File: config.mk
export PLATFORM = sky130hd
export DESIGN_NAME = flash_seq
export DESIGN_NICKNAME = d
export VERILOG_FILES = /design/src/design/flash_seq.v
export VERILOG_INCLUDE_DIRS = /design/src /design/src/design
export SDC_FILE = /design/constraint.sdc
export NUM_CORES = 2
export LEC_CHECK = 0
export ABC_AREA = 1
export BUFFER_PORTS_ARGS = -buffer_cell sky130_fd_sc_hd__buf_4
export CELL_PAD_IN_SITES_DETAIL_PLACEMENT = 1
export CELL_PAD_IN_SITES_GLOBAL_PLACEMENT = 1
export CORE_MARGIN = 3
export CORE_UTILIZATION = 54
export CTS_BUF_LIST = sky130_fd_sc_hd__clkbuf_2
export DETAILED_ROUTE_END_ITERATION = 10
export PLACE_DENSITY_LB_ADDON = 0.25
export RECOVER_POWER = 25
export REMOVE_ABC_BUFFERS = 1
export SYNTH_ARGS = -nofsm -noshare
export SYNTH_HDL_FRONTEND = slang
export SYNTH_SLANG_ARGS = --single-unit
File: constraint.sdc
create_clock -name CLK -period 27.6 [get_ports CLK]
set_clock_uncertainty 0.15 [all_clocks]
set_input_delay 5.52 -clock CLK [delete_from_list [all_inputs] [get_ports CLK]]
set_output_delay 5.52 -clock CLK [all_outputs]
set_load 0.005 [all_outputs]
File: src/design/flash_seq_map.vh
`ifndef FLASH_SEQ_MAP_VH
`define FLASH_SEQ_MAP_VH

// Opcodes
`define OP_WR_ENABLE 8'h06
`define OP_WR_DISABLE 8'h04
`define OP_QUAD_PAGE 8'h32
`define OP_SECTOR_WIPE 8'h20
`define OP_BLOCK32_WIPE 8'h52
`define OP_BLOCK64_WIPE 8'hd8
`define OP_CHIP_WIPE_A 8'h60
`define OP_CHIP_WIPE_B 8'hc7
`define OP_DEEP_SLEEP 8'hb9
`define OP_WAKE_ID 8'hab
`define OP_RESET_EN 8'h66
`define OP_RESET 8'h99

// Frame geometry
`define OPC_LAST_BIT 5'h07
`define ADDR_LAST_BIT 5'h17
`define PAGE_BYTES 9'h100

// Erase kinds and address masks
`define KIND_SECTOR 2'h0
`define KIND_BLOCK32 2'h1
`define KIND_BLOCK64 2'h2
`define KIND_CHIP 2'h3
`define MASK_SECTOR 24'h000fff
`define MASK_BLOCK32 24'h007fff
`define MASK_BLOCK64 24'h00ffff
`define MASK_CHIP 24'hffffff

// Protection geometry
`define PROT_UNIT_SMALL 25'h0001000
`define PROT_UNIT_LARGE 25'h0010000
`define ARRAY_TOP 25'h1000000

// Timing
`define CLK_PERIOD_NS 100
`define PROG_TIME_US 700
`define SECTOR_TIME_MS 100
`define BLOCK32_TIME_MS 300
`define BLOCK64_TIME_MS 500
`define CHIP_TIME_MS 60000
`define SLEEP_ENTRY_US 3

`endif

File: src/design/flash_seq.v
`timescale 1ns/1ps
`include "flash_seq_map.vh"

module flash_seq #(
    parameter PROG_CYCLES = `PROG_TIME_US * 1000 / `CLK_PERIOD_NS,
    parameter SECTOR_CYCLES = `SECTOR_TIME_MS * (1000000 / `CLK_PERIOD_NS),
    parameter BLOCK32_CYCLES = `BLOCK32_TIME_MS * (1000000 / `CLK_PERIOD_NS),
    parameter BLOCK64_CYCLES = `BLOCK64_TIME_MS * (1000000 / `CLK_PERIOD_NS),
    parameter CHIP_CYCLES = `CHIP_TIME_MS * (1000000 / `CLK_PERIOD_NS),
    parameter SLEEP_CYCLES = `SLEEP_ENTRY_US * 1000 / `CLK_PERIOD_NS
) (
    // Clock and reset
    input wire CLK,
    input wire RST_B,
    // Serial link pins
    input wire CS_B,
    input wire SCLK,
    input wire QUAD_LANE_0,
    input wire QUAD_LANE_1,
    input wire QUAD_LANE_2,
    input wire QUAD_LANE_3,
    // Configuration bits
    input wire QUAD_LANE_ENABLE,
    input wire [4:0] PROTECT_RANGE,
    input wire PROTECT_INVERT_BIT,
    // Status
    output wire BUSY_FLAG,
    output wire WRITE_LATCH_FLAG,
    output wire DEEP_SLEEP,
    // Array program port
    output wire ARRAY_WE,
    output wire [23:0] ARRAY_ADDR,
    output wire [7:0] ARRAY_DATA,
    // Array erase port
    output wire ERASE_PULSE,
    output wire [1:0] ERASE_KIND,
    output wire [23:0] ERASE_ADDR
);

    localparam F_CMD = 5'h01;
    localparam F_ADDR = 5'h02;
    localparam F_DATA = 5'h04;
    localparam F_FULL = 5'h08;
    localparam F_IGN = 5'h10;

    localparam C_IDLE = 5'h01;
    localparam C_PROG = 5'h02;
    localparam C_ERASE = 5'h04;
    localparam C_ENTER = 5'h08;
    localparam C_SLEEP = 5'h10;

    // Pin bit positions inside the synchroniser vector
    localparam P_CS = 5;
    localparam P_SCK = 4;

    function prot_hit;
        input [23:0] a;
        input [4:0] bp;
        input inv;
        reg [24:0] len;
        reg hit;
        begin
            len = 25'h0;
            hit = 1'b0;
            if (bp[2:0] != 3'h0) begin
                len = (bp[4] ? `PROT_UNIT_SMALL : `PROT_UNIT_LARGE) << (bp[2:0] - 3'h1);
                // Bit 3 selects a bottom-anchored range, else top-anchored
                hit = bp[3] ? ({1'b0, a} < len) : ({1'b0, a} >= (`ARRAY_TOP - len));
            end
            prot_hit = hit ^ inv;
        end
    endfunction

    // Ranges are contiguous from one end, so checking both ends catches any overlap
    function range_hit;
        input [23:0] base;
        input [23:0] mask;
        input [4:0] bp;
        input inv;
        begin
            range_hit = prot_hit(base & ~mask, bp, inv) | prot_hit(base | mask, bp, inv);
        end
    endfunction

    function [4:0] decode_next;
        input [7:0] op;
        input asleep;
        input busy;
        input qe;
        begin
            if (asleep) begin
                decode_next = (op == `OP_WAKE_ID || op == `OP_RESET_EN || op == `OP_RESET) ?
                    F_FULL : F_IGN;
            end else if (busy) begin
                decode_next = F_IGN;
            end else begin
                case (op)
                    `OP_QUAD_PAGE: decode_next = qe ? F_ADDR : F_IGN;
                    `OP_SECTOR_WIPE, `OP_BLOCK32_WIPE, `OP_BLOCK64_WIPE: decode_next = F_ADDR;
                    `OP_WR_ENABLE, `OP_WR_DISABLE, `OP_CHIP_WIPE_A, `OP_CHIP_WIPE_B,
                    `OP_DEEP_SLEEP, `OP_WAKE_ID, `OP_RESET_EN, `OP_RESET: decode_next = F_FULL;
                    default: decode_next = F_IGN;
                endcase
            end
        end
    endfunction

    reg rst_s1_r;
    reg rst_s2_r;
    wire rst_n = rst_s2_r;

    always @(posedge CLK or negedge RST_B) begin
        if (!RST_B) begin
            rst_s1_r <= 1'b0;
            rst_s2_r <= 1'b0;
        end else begin
            rst_s1_r <= 1'b1;
            rst_s2_r <= rst_s1_r;
        end
    end

    // Three-stage pin capture; a level is accepted once stages two and three agree
    wire [5:0] pins = {CS_B, SCLK, QUAD_LANE_3, QUAD_LANE_2, QUAD_LANE_1, QUAD_LANE_0};
    reg [5:0] s1_r;
    reg [5:0] s2_r;
    reg [5:0] s3_r;
    reg [5:0] flt_r;
    reg [5:0] prev_r;
    wire [5:0] flt_nxt = (s2_r & ~(s2_r ^ s3_r)) | (flt_r & (s2_r ^ s3_r));

    always @(posedge CLK or negedge rst_n) begin
        if (!rst_n) begin
            s1_r <= 6'h3f;
            s2_r <= 6'h3f;
            s3_r <= 6'h3f;
            flt_r <= 6'h3f;
            prev_r <= 6'h3f;
        end else begin
            s1_r <= pins;
            s2_r <= s1_r;
            s3_r <= s2_r;
            flt_r <= flt_nxt;
            prev_r <= flt_r;
        end
    end

    wire sck_rise = flt_r[P_SCK] & ~prev_r[P_SCK] & ~flt_r[P_CS];
    wire cs_fall = ~flt_r[P_CS] & prev_r[P_CS];
    wire cs_rise = flt_r[P_CS] & ~prev_r[P_CS];
    wire si = flt_r[0];
    wire [3:0] lanes = flt_r[3:0];

    reg [4:0] fst_r;
    reg [4:0] cst_r;
    reg [4:0] bcnt_r;
    reg [23:0] shift_r;
    reg [7:0] op_r;
    reg [23:0] addr_r;
    reg [7:0] wptr_r;
    reg [3:0] nib_r;
    reg nib_hi_r;
    reg any_byte_r;
    reg latch_r;
    reg busy_r;
    reg deep_r;
    reg rst_en_r;
    reg [31:0] cnt_r;
    reg [8:0] idx_r;
    reg [255:0] valid_r;
    reg [7:0] buf_r [0:255];
    reg we_r;
    reg [23:0] waddr_r;
    reg [7:0] wdata_r;
    reg erase_r;
    reg [1:0] kind_r;
    reg [23:0] eaddr_r;

    wire asleep = (cst_r == C_ENTER) || (cst_r == C_SLEEP);
    wire byte_done = sck_rise && (fst_r == F_DATA) && nib_hi_r;
    wire opc_done = sck_rise && (fst_r == F_CMD) && (bcnt_r == `OPC_LAST_BIT);
    wire [7:0] opc_now = {shift_r[6:0], si};

    // Frame decoder
    always @(posedge CLK or negedge rst_n) begin
        if (!rst_n) begin
            fst_r <= F_CMD;
            bcnt_r <= 5'h0;
            shift_r <= 24'h0;
            op_r <= 8'h0;
            addr_r <= 24'h0;
            wptr_r <= 8'h0;
            nib_r <= 4'h0;
            nib_hi_r <= 1'b0;
            any_byte_r <= 1'b0;
        end else if (cs_fall) begin
            fst_r <= F_CMD;
            bcnt_r <= 5'h0;
            nib_hi_r <= 1'b0;
            any_byte_r <= 1'b0;
        end else if (sck_rise) begin
            case (fst_r)
                F_CMD: begin
                    shift_r <= {shift_r[22:0], si};
                    if (bcnt_r == `OPC_LAST_BIT) begin
                        op_r <= opc_now;
                        fst_r <= decode_next(opc_now, asleep, busy_r, QUAD_LANE_ENABLE);
                        bcnt_r <= 5'h0;
                    end else begin
                        bcnt_r <= bcnt_r + 5'h1;
                    end
                end
                F_ADDR: begin
                    shift_r <= {shift_r[22:0], si};
                    if (bcnt_r == `ADDR_LAST_BIT) begin
                        addr_r <= {shift_r[22:0], si};
                        wptr_r <= shift_r[6:0] == 7'h0 && si == 1'b0 ? 8'h0 : {shift_r[6:0], si};
                        fst_r <= (op_r == `OP_QUAD_PAGE) ? F_DATA : F_FULL;
                        bcnt_r <= 5'h0;
                    end else begin
                        bcnt_r <= bcnt_r + 5'h1;
                    end
                end
                F_DATA: begin
                    if (nib_hi_r) begin
                        // Low byte of the pointer wraps inside the page
                        wptr_r <= wptr_r + 8'h1;
                        any_byte_r <= 1'b1;
                        nib_hi_r <= 1'b0;
                    end else begin
                        nib_r <= lanes;
                        nib_hi_r <= 1'b1;
                    end
                end
                F_FULL: fst_r <= F_IGN;
                F_IGN: fst_r <= F_IGN;
                default: fst_r <= F_IGN;
            endcase
        end
    end

    // Page buffer: later bytes at the same offset overwrite earlier ones
    always @(posedge CLK) begin
        if (byte_done) begin
            buf_r[wptr_r] <= {nib_r, lanes};
        end
    end

    always @(posedge CLK or negedge rst_n) begin
        if (!rst_n) begin
            valid_r <= 256'h0;
        end else if (opc_done && opc_now == `OP_QUAD_PAGE && !busy_r && !asleep) begin
            // A refused 32H during a running program must not wipe the offsets being streamed
            valid_r <= 256'h0;
        end else if (byte_done) begin
            valid_r[wptr_r] <= 1'b1;
        end
    end

    wire frame_full = (fst_r == F_FULL);
    wire prog_ok = (fst_r == F_DATA) && !nib_hi_r && any_byte_r;
    wire exec = cs_rise && ((cst_r == C_IDLE) || (cst_r == C_SLEEP));
    wire chip_open = (PROTECT_RANGE[2:0] == 3'h0 && !PROTECT_INVERT_BIT) ||
        (PROTECT_RANGE[2:0] == 3'h7 && PROTECT_INVERT_BIT);
    wire [23:0] page_mask = 24'h0000ff;
    reg [23:0] emask;
    reg [1:0] ekind;
    reg [31:0] ecycles;

    always @* begin
        emask = `MASK_SECTOR;
        ekind = `KIND_SECTOR;
        ecycles = SECTOR_CYCLES;
        case (op_r)
            `OP_BLOCK32_WIPE: begin
                emask = `MASK_BLOCK32;
                ekind = `KIND_BLOCK32;
                ecycles = BLOCK32_CYCLES;
            end
            `OP_BLOCK64_WIPE: begin
                emask = `MASK_BLOCK64;
                ekind = `KIND_BLOCK64;
                ecycles = BLOCK64_CYCLES;
            end
            `OP_CHIP_WIPE_A, `OP_CHIP_WIPE_B: begin
                emask = `MASK_CHIP;
                ekind = `KIND_CHIP;
                ecycles = CHIP_CYCLES;
            end
            default: begin
                emask = `MASK_SECTOR;
                ekind = `KIND_SECTOR;
                ecycles = SECTOR_CYCLES;
            end
        endcase
    end

    wire is_erase = (op_r == `OP_SECTOR_WIPE) || (op_r == `OP_BLOCK32_WIPE) ||
        (op_r == `OP_BLOCK64_WIPE);
    wire is_chip = (op_r == `OP_CHIP_WIPE_A) || (op_r == `OP_CHIP_WIPE_B);

    // Self-timed cycle engine; power-up lands in standby
    always @(posedge CLK or negedge rst_n) begin
        if (!rst_n) begin
            cst_r <= C_IDLE;
            latch_r <= 1'b0;
            busy_r <= 1'b0;
            deep_r <= 1'b0;
            rst_en_r <= 1'b0;
            cnt_r <= 32'h0;
            idx_r <= 9'h0;
            we_r <= 1'b0;
            waddr_r <= 24'h0;
            wdata_r <= 8'h0;
            erase_r <= 1'b0;
            kind_r <= 2'h0;
            eaddr_r <= 24'h0;
        end else begin
            we_r <= 1'b0;
            erase_r <= 1'b0;
            case (cst_r)
                C_IDLE, C_SLEEP: begin
                    if (exec && frame_full) begin
                        rst_en_r <= (op_r == `OP_RESET_EN);
                        if (op_r == `OP_WR_ENABLE) begin
                            latch_r <= 1'b1;
                        end else if (op_r == `OP_WR_DISABLE) begin
                            latch_r <= 1'b0;
                        end else if (op_r == `OP_WAKE_ID) begin
                            cst_r <= C_IDLE;
                            deep_r <= 1'b0;
                        end else if (op_r == `OP_RESET && rst_en_r) begin
                            cst_r <= C_IDLE;
                            deep_r <= 1'b0;
                            latch_r <= 1'b0;
                        end else if (op_r == `OP_DEEP_SLEEP && cst_r == C_IDLE) begin
                            cst_r <= C_ENTER;
                            cnt_r <= SLEEP_CYCLES;
                        end else if ((is_erase && !range_hit(addr_r, emask, PROTECT_RANGE,
                            PROTECT_INVERT_BIT)) || (is_chip && chip_open)) begin
                            if (latch_r) begin
                                cst_r <= C_ERASE;
                                busy_r <= 1'b1;
                                latch_r <= 1'b0;
                                cnt_r <= ecycles;
                                erase_r <= 1'b1;
                                kind_r <= ekind;
                                eaddr_r <= addr_r & ~emask;
                            end
                        end
                    end else if (exec && prog_ok && latch_r && op_r == `OP_QUAD_PAGE) begin
                        rst_en_r <= 1'b0;
                        if (!range_hit(addr_r, page_mask, PROTECT_RANGE,
                            PROTECT_INVERT_BIT)) begin
                            cst_r <= C_PROG;
                            busy_r <= 1'b1;
                            latch_r <= 1'b0;
                            cnt_r <= PROG_CYCLES;
                            idx_r <= 9'h0;
                        end
                    end
                end
                C_PROG: begin
                    // Stream only captured offsets; untouched page bytes keep their contents
                    if (idx_r < `PAGE_BYTES) begin
                        idx_r <= idx_r + 9'h1;
                        we_r <= valid_r[idx_r[7:0]];
                        waddr_r <= {addr_r[23:8], idx_r[7:0]};
                        wdata_r <= buf_r[idx_r[7:0]];
                    end
                    if (cnt_r <= 32'h1) begin
                        cst_r <= C_IDLE;
                        busy_r <= 1'b0;
                    end else begin
                        cnt_r <= cnt_r - 32'h1;
                    end
                end
                C_ERASE: begin
                    if (cnt_r <= 32'h1) begin
                        cst_r <= C_IDLE;
                        busy_r <= 1'b0;
                    end else begin
                        cnt_r <= cnt_r - 32'h1;
                    end
                end
                C_ENTER: begin
                    if (cnt_r <= 32'h1) begin
                        cst_r <= C_SLEEP;
                        deep_r <= 1'b1;
                    end else begin
                        cnt_r <= cnt_r - 32'h1;
                    end
                end
                default: cst_r <= C_IDLE;
            endcase
        end
    end

    assign BUSY_FLAG = busy_r;
    assign WRITE_LATCH_FLAG = latch_r;
    assign DEEP_SLEEP = deep_r;
    assign ARRAY_WE = we_r;
    assign ARRAY_ADDR = waddr_r;
    assign ARRAY_DATA = wdata_r;
    assign ERASE_PULSE = erase_r;
    assign ERASE_KIND = kind_r;
    assign ERASE_ADDR = eaddr_r;

endmodule

; ---- Word-level counts from Yosys, hierarchy flattened
; Memories as Yosys holds them, arrays and structs flattened. A register that Yosys moved wholly into a read port is not among the register bits.
; Cells that the tools add are included.
[word_totals]
wordCells = 364
in_bits = 15
ramBits = 2048
memories = 1
regBits = 469
[op_classes]
eq_ne = 69
reduce_logical = 76
n_lt_le_gt_ge = 13
mux = 139
n_bitwise = 30
n_shift = 1
add_sub_neg = 6
[memory_table]
columns = memory, depth, width, read_ports, rd_clocked_by_memory_dff, wr, line
row1 = buf_r, 256, 8, 1, 1, 1, flash_seq.v:170  ; reg [7:0] buf_r [0:255];
[ops]
columns = operator, n
row1 = $mux W256, 2
row2 = $mux W32, 11
row3 = $or A256 B256 Y256, 1
row4 = $mux W5, 24
row5 = $ge A24 B25 Y1, 4
row6 = $lt A24 B25 Y1, 4
row7 = $pmux W30 S3, 1
row8 = $eq A8 B8 Y1 const B, 10
row9 = $mux W1, 79
row10 = $pmux W24 S3, 1
row11 = $pmux W32 S2, 1
row12 = $eq A8 B7 Y1 const B, 6
row13 = $pmux W5 S3, 3
row14 = $mux W9, 4
row15 = $ne A3 B3 Y1 const B, 11
row16 = $eq A8 B3 Y1 const B, 4
row17 = $eq A8 B6 Y1 const B, 4
row18 = $le A32 B1 Y1 const B, 1
row19 = $sub A32 B1 Y32 const B, 1
row20 = $shl A17 B3 Y25, 1
row21 = $sub A25 B25 Y25 const A, 1
row22 = $and A24 B24 Y24, 1
row23 = $mux W8, 3
row24 = $ne A2 B2 Y1 const B, 12
row25 = other kinds (57), 144

; ---- Logic depth before layout (Yosys ltp)
[logic_depth]
word_depth = 28
depth_mapped = 35
ltp_nobuf = 34

; ---- Worst setup path after synthesis
; Ideal clock, no wire load.
[synth_path]
path_kind = input-to-reg
from = in PROTECT_RANGE[0]
to = reg cnt_r[29]
required_ns = 27.333
setup_time_ns = 0.117
slack_ns = 18.377
t_arrival_ns = 8.956
cell_stages = 33
cell_sequence = buf_2 > inv_1 > ha_1 > inv_1 > nand2_1 > nand3_1 > inv_1 > nand3_1 > ha_1 > inv_1 > a21oi_4 > nand2_1 > a32oi_1 > ha_1 > a21oi_1 > o21ai_0 > inv_1 > nand2_1 > nand2_1 > nand2_1 > nand3_1 > nand2_1 > nand2_1 > nand2_2 > nand2_1 > nand2_2 > nand3b_4 > nand2_2 > nor2_4 > nand2_4 > buf_12 > nand2_2 > nand2_1
[synth_via]
elab_chain_cells = 20
word_cells_on_any_way = 58
[synth_lines]
columns = item, line
row1 = start: declaration, flash_seq.v:24  ; input wire [4:0] PROTECT_RANGE,
row2 = $sub A3 B1 Y3, flash_seq.v:66  ; len = (bp[4] ? `PROT_UNIT_SMALL : `PROT_UNIT_LARGE) << (bp[2:0] - 3'h1);
row3 = $shl A17 B3 Y25, flash_seq.v:66
row4 = $sub A25 B25 Y25 (no source line), -
row5 = $ge A24 B25 Y1, flash_seq.v:68  ; hit = bp[3] ? ({1'b0, a} < len) : ({1'b0, a} >= (`ARRAY_TOP - len));
row6 = $mux W1, flash_seq.v:68
row7 = $mux W1, flash_seq.v:65  ; if (bp[2:0] != 3'h0) begin
row8 = $mux W1, flash_seq.v:335  ; end else if (op_r == `OP_DEEP_SLEEP && cst_r == C_IDLE) begin
row9 = $mux W1, flash_seq.v:331  ; end else if (op_r == `OP_RESET && rst_en_r) begin
row10 = (+4 left out), -
row11 = $mux W1, flash_seq.v:320  ; case (cst_r)
row12 = $xor A1 B1 Y1, flash_seq.v:70  ; prot_hit = hit ^ inv;
row13 = $or A1 B1 Y1, flash_seq.v:81  ; range_hit = prot_hit(base & ~mask, bp, inv) | prot_hit(base | mask, bp, inv);
row14 = $logic_not A1 Y1, flash_seq.v:338  ; end else if ((is_erase && !range_hit(addr_r, emask, PROTECT_RANGE,
row15 = $logic_and A1 B1 Y1, flash_seq.v:338
row16 = $logic_or A1 B1 Y1, flash_seq.v:339  ; PROTECT_INVERT_BIT)) || (is_chip && chip_open)) begin
row17 = $ne A4 B4 Y1 (no source line), -
row18 = $reduce_and A10 Y1 (no source line) (*), -
row19 = end signal: assignment, flash_seq.v:344  ; cnt_r <= ecycles;
row20 = end signal: assignment, flash_seq.v:374  ; cnt_r <= cnt_r - 32'h1;
row21 = end signal: assignment, flash_seq.v:382  ; cnt_r <= cnt_r - 32'h1;
row22 = end: declaration, flash_seq.v:167  ; reg [31:0] cnt_r;
; Every way passes the cells marked *; elsewhere a longest branch is shown, timed or not. The select of a mux whose other input is x is not followed.
; A chain may end at the register's enable or synchronous reset.

; ---- Worst setup path in the final report
[layout_path]
from = reg nib_r[1]
to = mem buf_r[45][5] (data pin)
[layout_lines]
columns = item, line
row1 = start: declaration, flash_seq.v:160  ; reg [3:0] nib_r;
row2 = start signal: assignment, flash_seq.v:230  ; nib_r <= lanes;
row3 = end: declaration, flash_seq.v:170
; No word-level cell before the write port.

==> results by group <==
Outcome
  – Status: finished, violations left
  – Violated checks: max-capacitance violations, max-slew violations

Finish
  – Fill count: 20140
  – Share of cells above drive strength 1: 0.1385
  – Commonest non-fill, non-tap cell in the layout: nor2_1
  – Final net count: 9282
  – Layout area overhead: 7.600%
  – Util after Layout: 0.5858
  – Most frequent cells in the layout: nor2_1 (2257), edfxtp_1 (2048), o21ai_0 (1489)

Logic synthesis
  – Avg Inst Size Synth: 11.55 um2
  – Synth Instances: 8974
  – Ys Warns: 0
  – Mapped Area: 0.1037 mm2
  – Post-synth EDFFs: 2048
  – #FFs+latches synth: 2501
  – Synth unique cells: 72
  – Post-synth ARST share: 0.1811
  – Sequential fraction of the synthesis area: 0.7030
  – Ys flop type: edfxtp_1

Route
  – Wirelength per Cell: 27.23 um
  – # DRC: 0
  – Initial DRC Count: 8442
  – DRT Pass-1 Iters: 5
  – Total Routed Length: 332600 um
  – Routed vias: 76990
  – Detail Route Antenna Nets: 0
  – Vias/cell: 6.305

Min path
  – HP Class: reg2reg

Pwr
  – Internal power: 5.268 mW
  – Sw Ratio: 0.2734
  – Maximum vdd drop: 45.57 uV
  – Leak: 42.71 nW
  – Power per Cell Area: 65.00 mW/mm2
  – Psw: 1.982 mW
  – Power share of the combinational group: 0.073
  – Design Power: 7.250 mW
  – Part of the power in the clock network: 0.355
  – Flop pwr share: 0.572

Floorplan
  – Die width: 444.1 um
  – IO Count: 78
  – Die Span Y: 444.1 um
  – Initial core utilization: 0.5445
  – DIE AREA: 0.1972 mm2
  – Core ar.: 0.1904 mm2
  – # rows: 160

Clock network
  – Clock Tree Buf Depth: 4
  – CTS H-tree depth: 6
  – Clk root buf: clkbuf_2
  – Setup repair bufs after CTS: 0
  – CTS Hold Bufs: 0
  – CTS sink count: 2501
  – Worst skew pair latency: 1940 ps
  – CTS buffer count: 642
  – CTS tree: built
  – Clock-pin slew on the worst setup and hold paths: 100 ps
  – PostCTS Resize Cnt: 0

Critical path
  – Crit end category: flop
  – Crit Path Class: reg2reg
  – WP data arrival: 11300 ps
  – CP max-delay cell: clkbuf_1
  – Max incr delay on CP: 7180 ps
  – Cell Chain, Critical Path: clkbuf_1
  – Setup slack, reg-to-reg: 16350 ps
  – Delay-heaviest family, CP: buffers and inverters
  – CP required: 27650 ps
  – Worst path buffer plus inverter count: 1
  – Worst-path maximum fanout: 192
  – Worst Setup Start Kind: flop

GRT
  – Number of global-route vias before repair: 80870
  – Initial antenna violation count: 14
  – Largest net degree at the start of global routing: 193
  – GR Overflow Total: 0
  – Total GRT Usage: 0.3340
  – First-pass GRT wire length: 499600 um

Timing
  – Hold Slack: 204.1 ps
  – Worst-margin pin slew: 10190 ps
  – Max-slew violation count: 1621
  – Unrepaired setup endpoints after global routing: false
  – Final Hold Fails: 0
  – Relative slew slack: -5.791
  – PnR worst setup slack: 16350 ps
  – Fmax: 88.90 MHz
  – Final setup vio count: 0
  – Clock period minus final worst setup slack: 11250 ps
  – Fin Setup TNS: 0 ps
  – Final worst path period share: 0.4076

Place
  – I/O Buffers: 65
  – Pre-CTS WS: 16500 ps
  – Gpl congestion: 0.8635
  – Detailed Place HPWL: 193300 um

Job
  – Max cap viols: 21
registers in the layout (all words and copies together) (netlist names), 2 cells and up, named ones only:
| signal | flops |
|---|---|
| buf_r | 2048 |
| valid_r | 256 |
| fst_r | 5 |
| idx_r | 9 |
| nib_r | 4 |
| wptr_r | 8 |
| cst_r | 5 |
| bcnt_r | 5 |
| ERASE_KIND | 2 |
| shift_r | 23 |
| cnt_r | 32 |
| s1_r | 6 |
| op_r | 8 |
| prev_r | 2 |
| ARRAY_ADDR | 24 |
| addr_r | 16 |
| ERASE_ADDR | 12 |
| s3_r | 6 |
| ARRAY_DATA | 8 |
| s2_r | 6 |
synthesized netlist by cell type, types with 31 or more instances:
library cell,n,share of area
dfrtp_1,425,0.10
nand2_2,40,0.0024
o221ai_1,160,0.014
a21oi_1,94,0.0045
o211ai_1,82,0.0059
edfxtp_1,2048,0.59
nor3_1,34,0.0016
nand3_1,154,0.0074
nand4_1,31,0.0019
clkbuf_1,480,0.017
o21ai_0,1489,0.072
nand2_1,566,0.020
inv_1,212,0.0077
ha_1,72,0.0087
nor2_1,2260,0.082
o22ai_1,458,0.028
buf_2,84,0.0041
layout make-up:
cell class              count  area, um2  area share
flip-flops and latches   2501      72890      0.6535
multi-input cells        5648      27490      0.2465
clock buffers            1004       5025     0.04505
well taps                2511       3142     0.02817
repair buffers            169       1320     0.01184
inverters                 233      912.1    0.008178
clock inverters           132      723.2    0.006484
diodes                     13      32.53   0.0002917
routing by layer:
metal | routed length (um) | track usage
met5 | 69 | 0
met4 | 15900 | 0.1622
met3 | 30910 | 0.07296
met2 | 157000 | 0.5307
met1 | 128700 | 0.4398
power groups by stage:
stage          Clock (mW)  Combinational (mW)  Sequential [mW]
2_1_floorplan           0               0.344             4.27
3_3_place_gp            0               0.491             4.23
3_5_place_dp            0               0.520             4.23
4_1_cts              2.61               0.523             4.14
5_1_grt              2.81               0.582             4.15
6_report             2.57               0.531             4.15
final timing paths:
kind,cells after the start,from,endpoint
max in group asynchronous,1,rst_n,idx_r[0]
worst min register to register,0,s2_r[5],s3_r[5]
worst min-delay path,0,s2_r[5],s3_r[5]
worst max-delay path,1,nib_r[1],buf_r[45][5]
min in group asynchronous,0,rst_n,valid_r[66]
worst max register to register,1,nib_r[1],buf_r[45][5]
per-stage QoR:
step / area (um2) / instances
global placement: 105900 / 11060
global route: 111500 / 12200
CTS: 111600 / 12200
finish: 111500 / 12210
detailed placement: 105900 / 11060
floorplan: 101200 / 8382
logic make-up (layout without fill, tap and decap cells):
| family | after synthesis | after routing | share of synthesized area |
|---|---|---|---|
| compound gates | 2373 | 2373 | 0.1306 |
| xor+xnor | 30 | 30 | 0.002535 |
| fa+ha+maj | 78 | 78 | 0.009270 |
| buf+inv | 839 | 1538 | 0.03243 |
| flops | 2501 | 2501 | 0.7030 |
| mux | 3 | 3 | 0.0003259 |
| other cells | 2 | 29 | 0.00007245 |
| simple gates | 3148 | 3148 | 0.1217 |
Power figures use the tool's default switching activity.
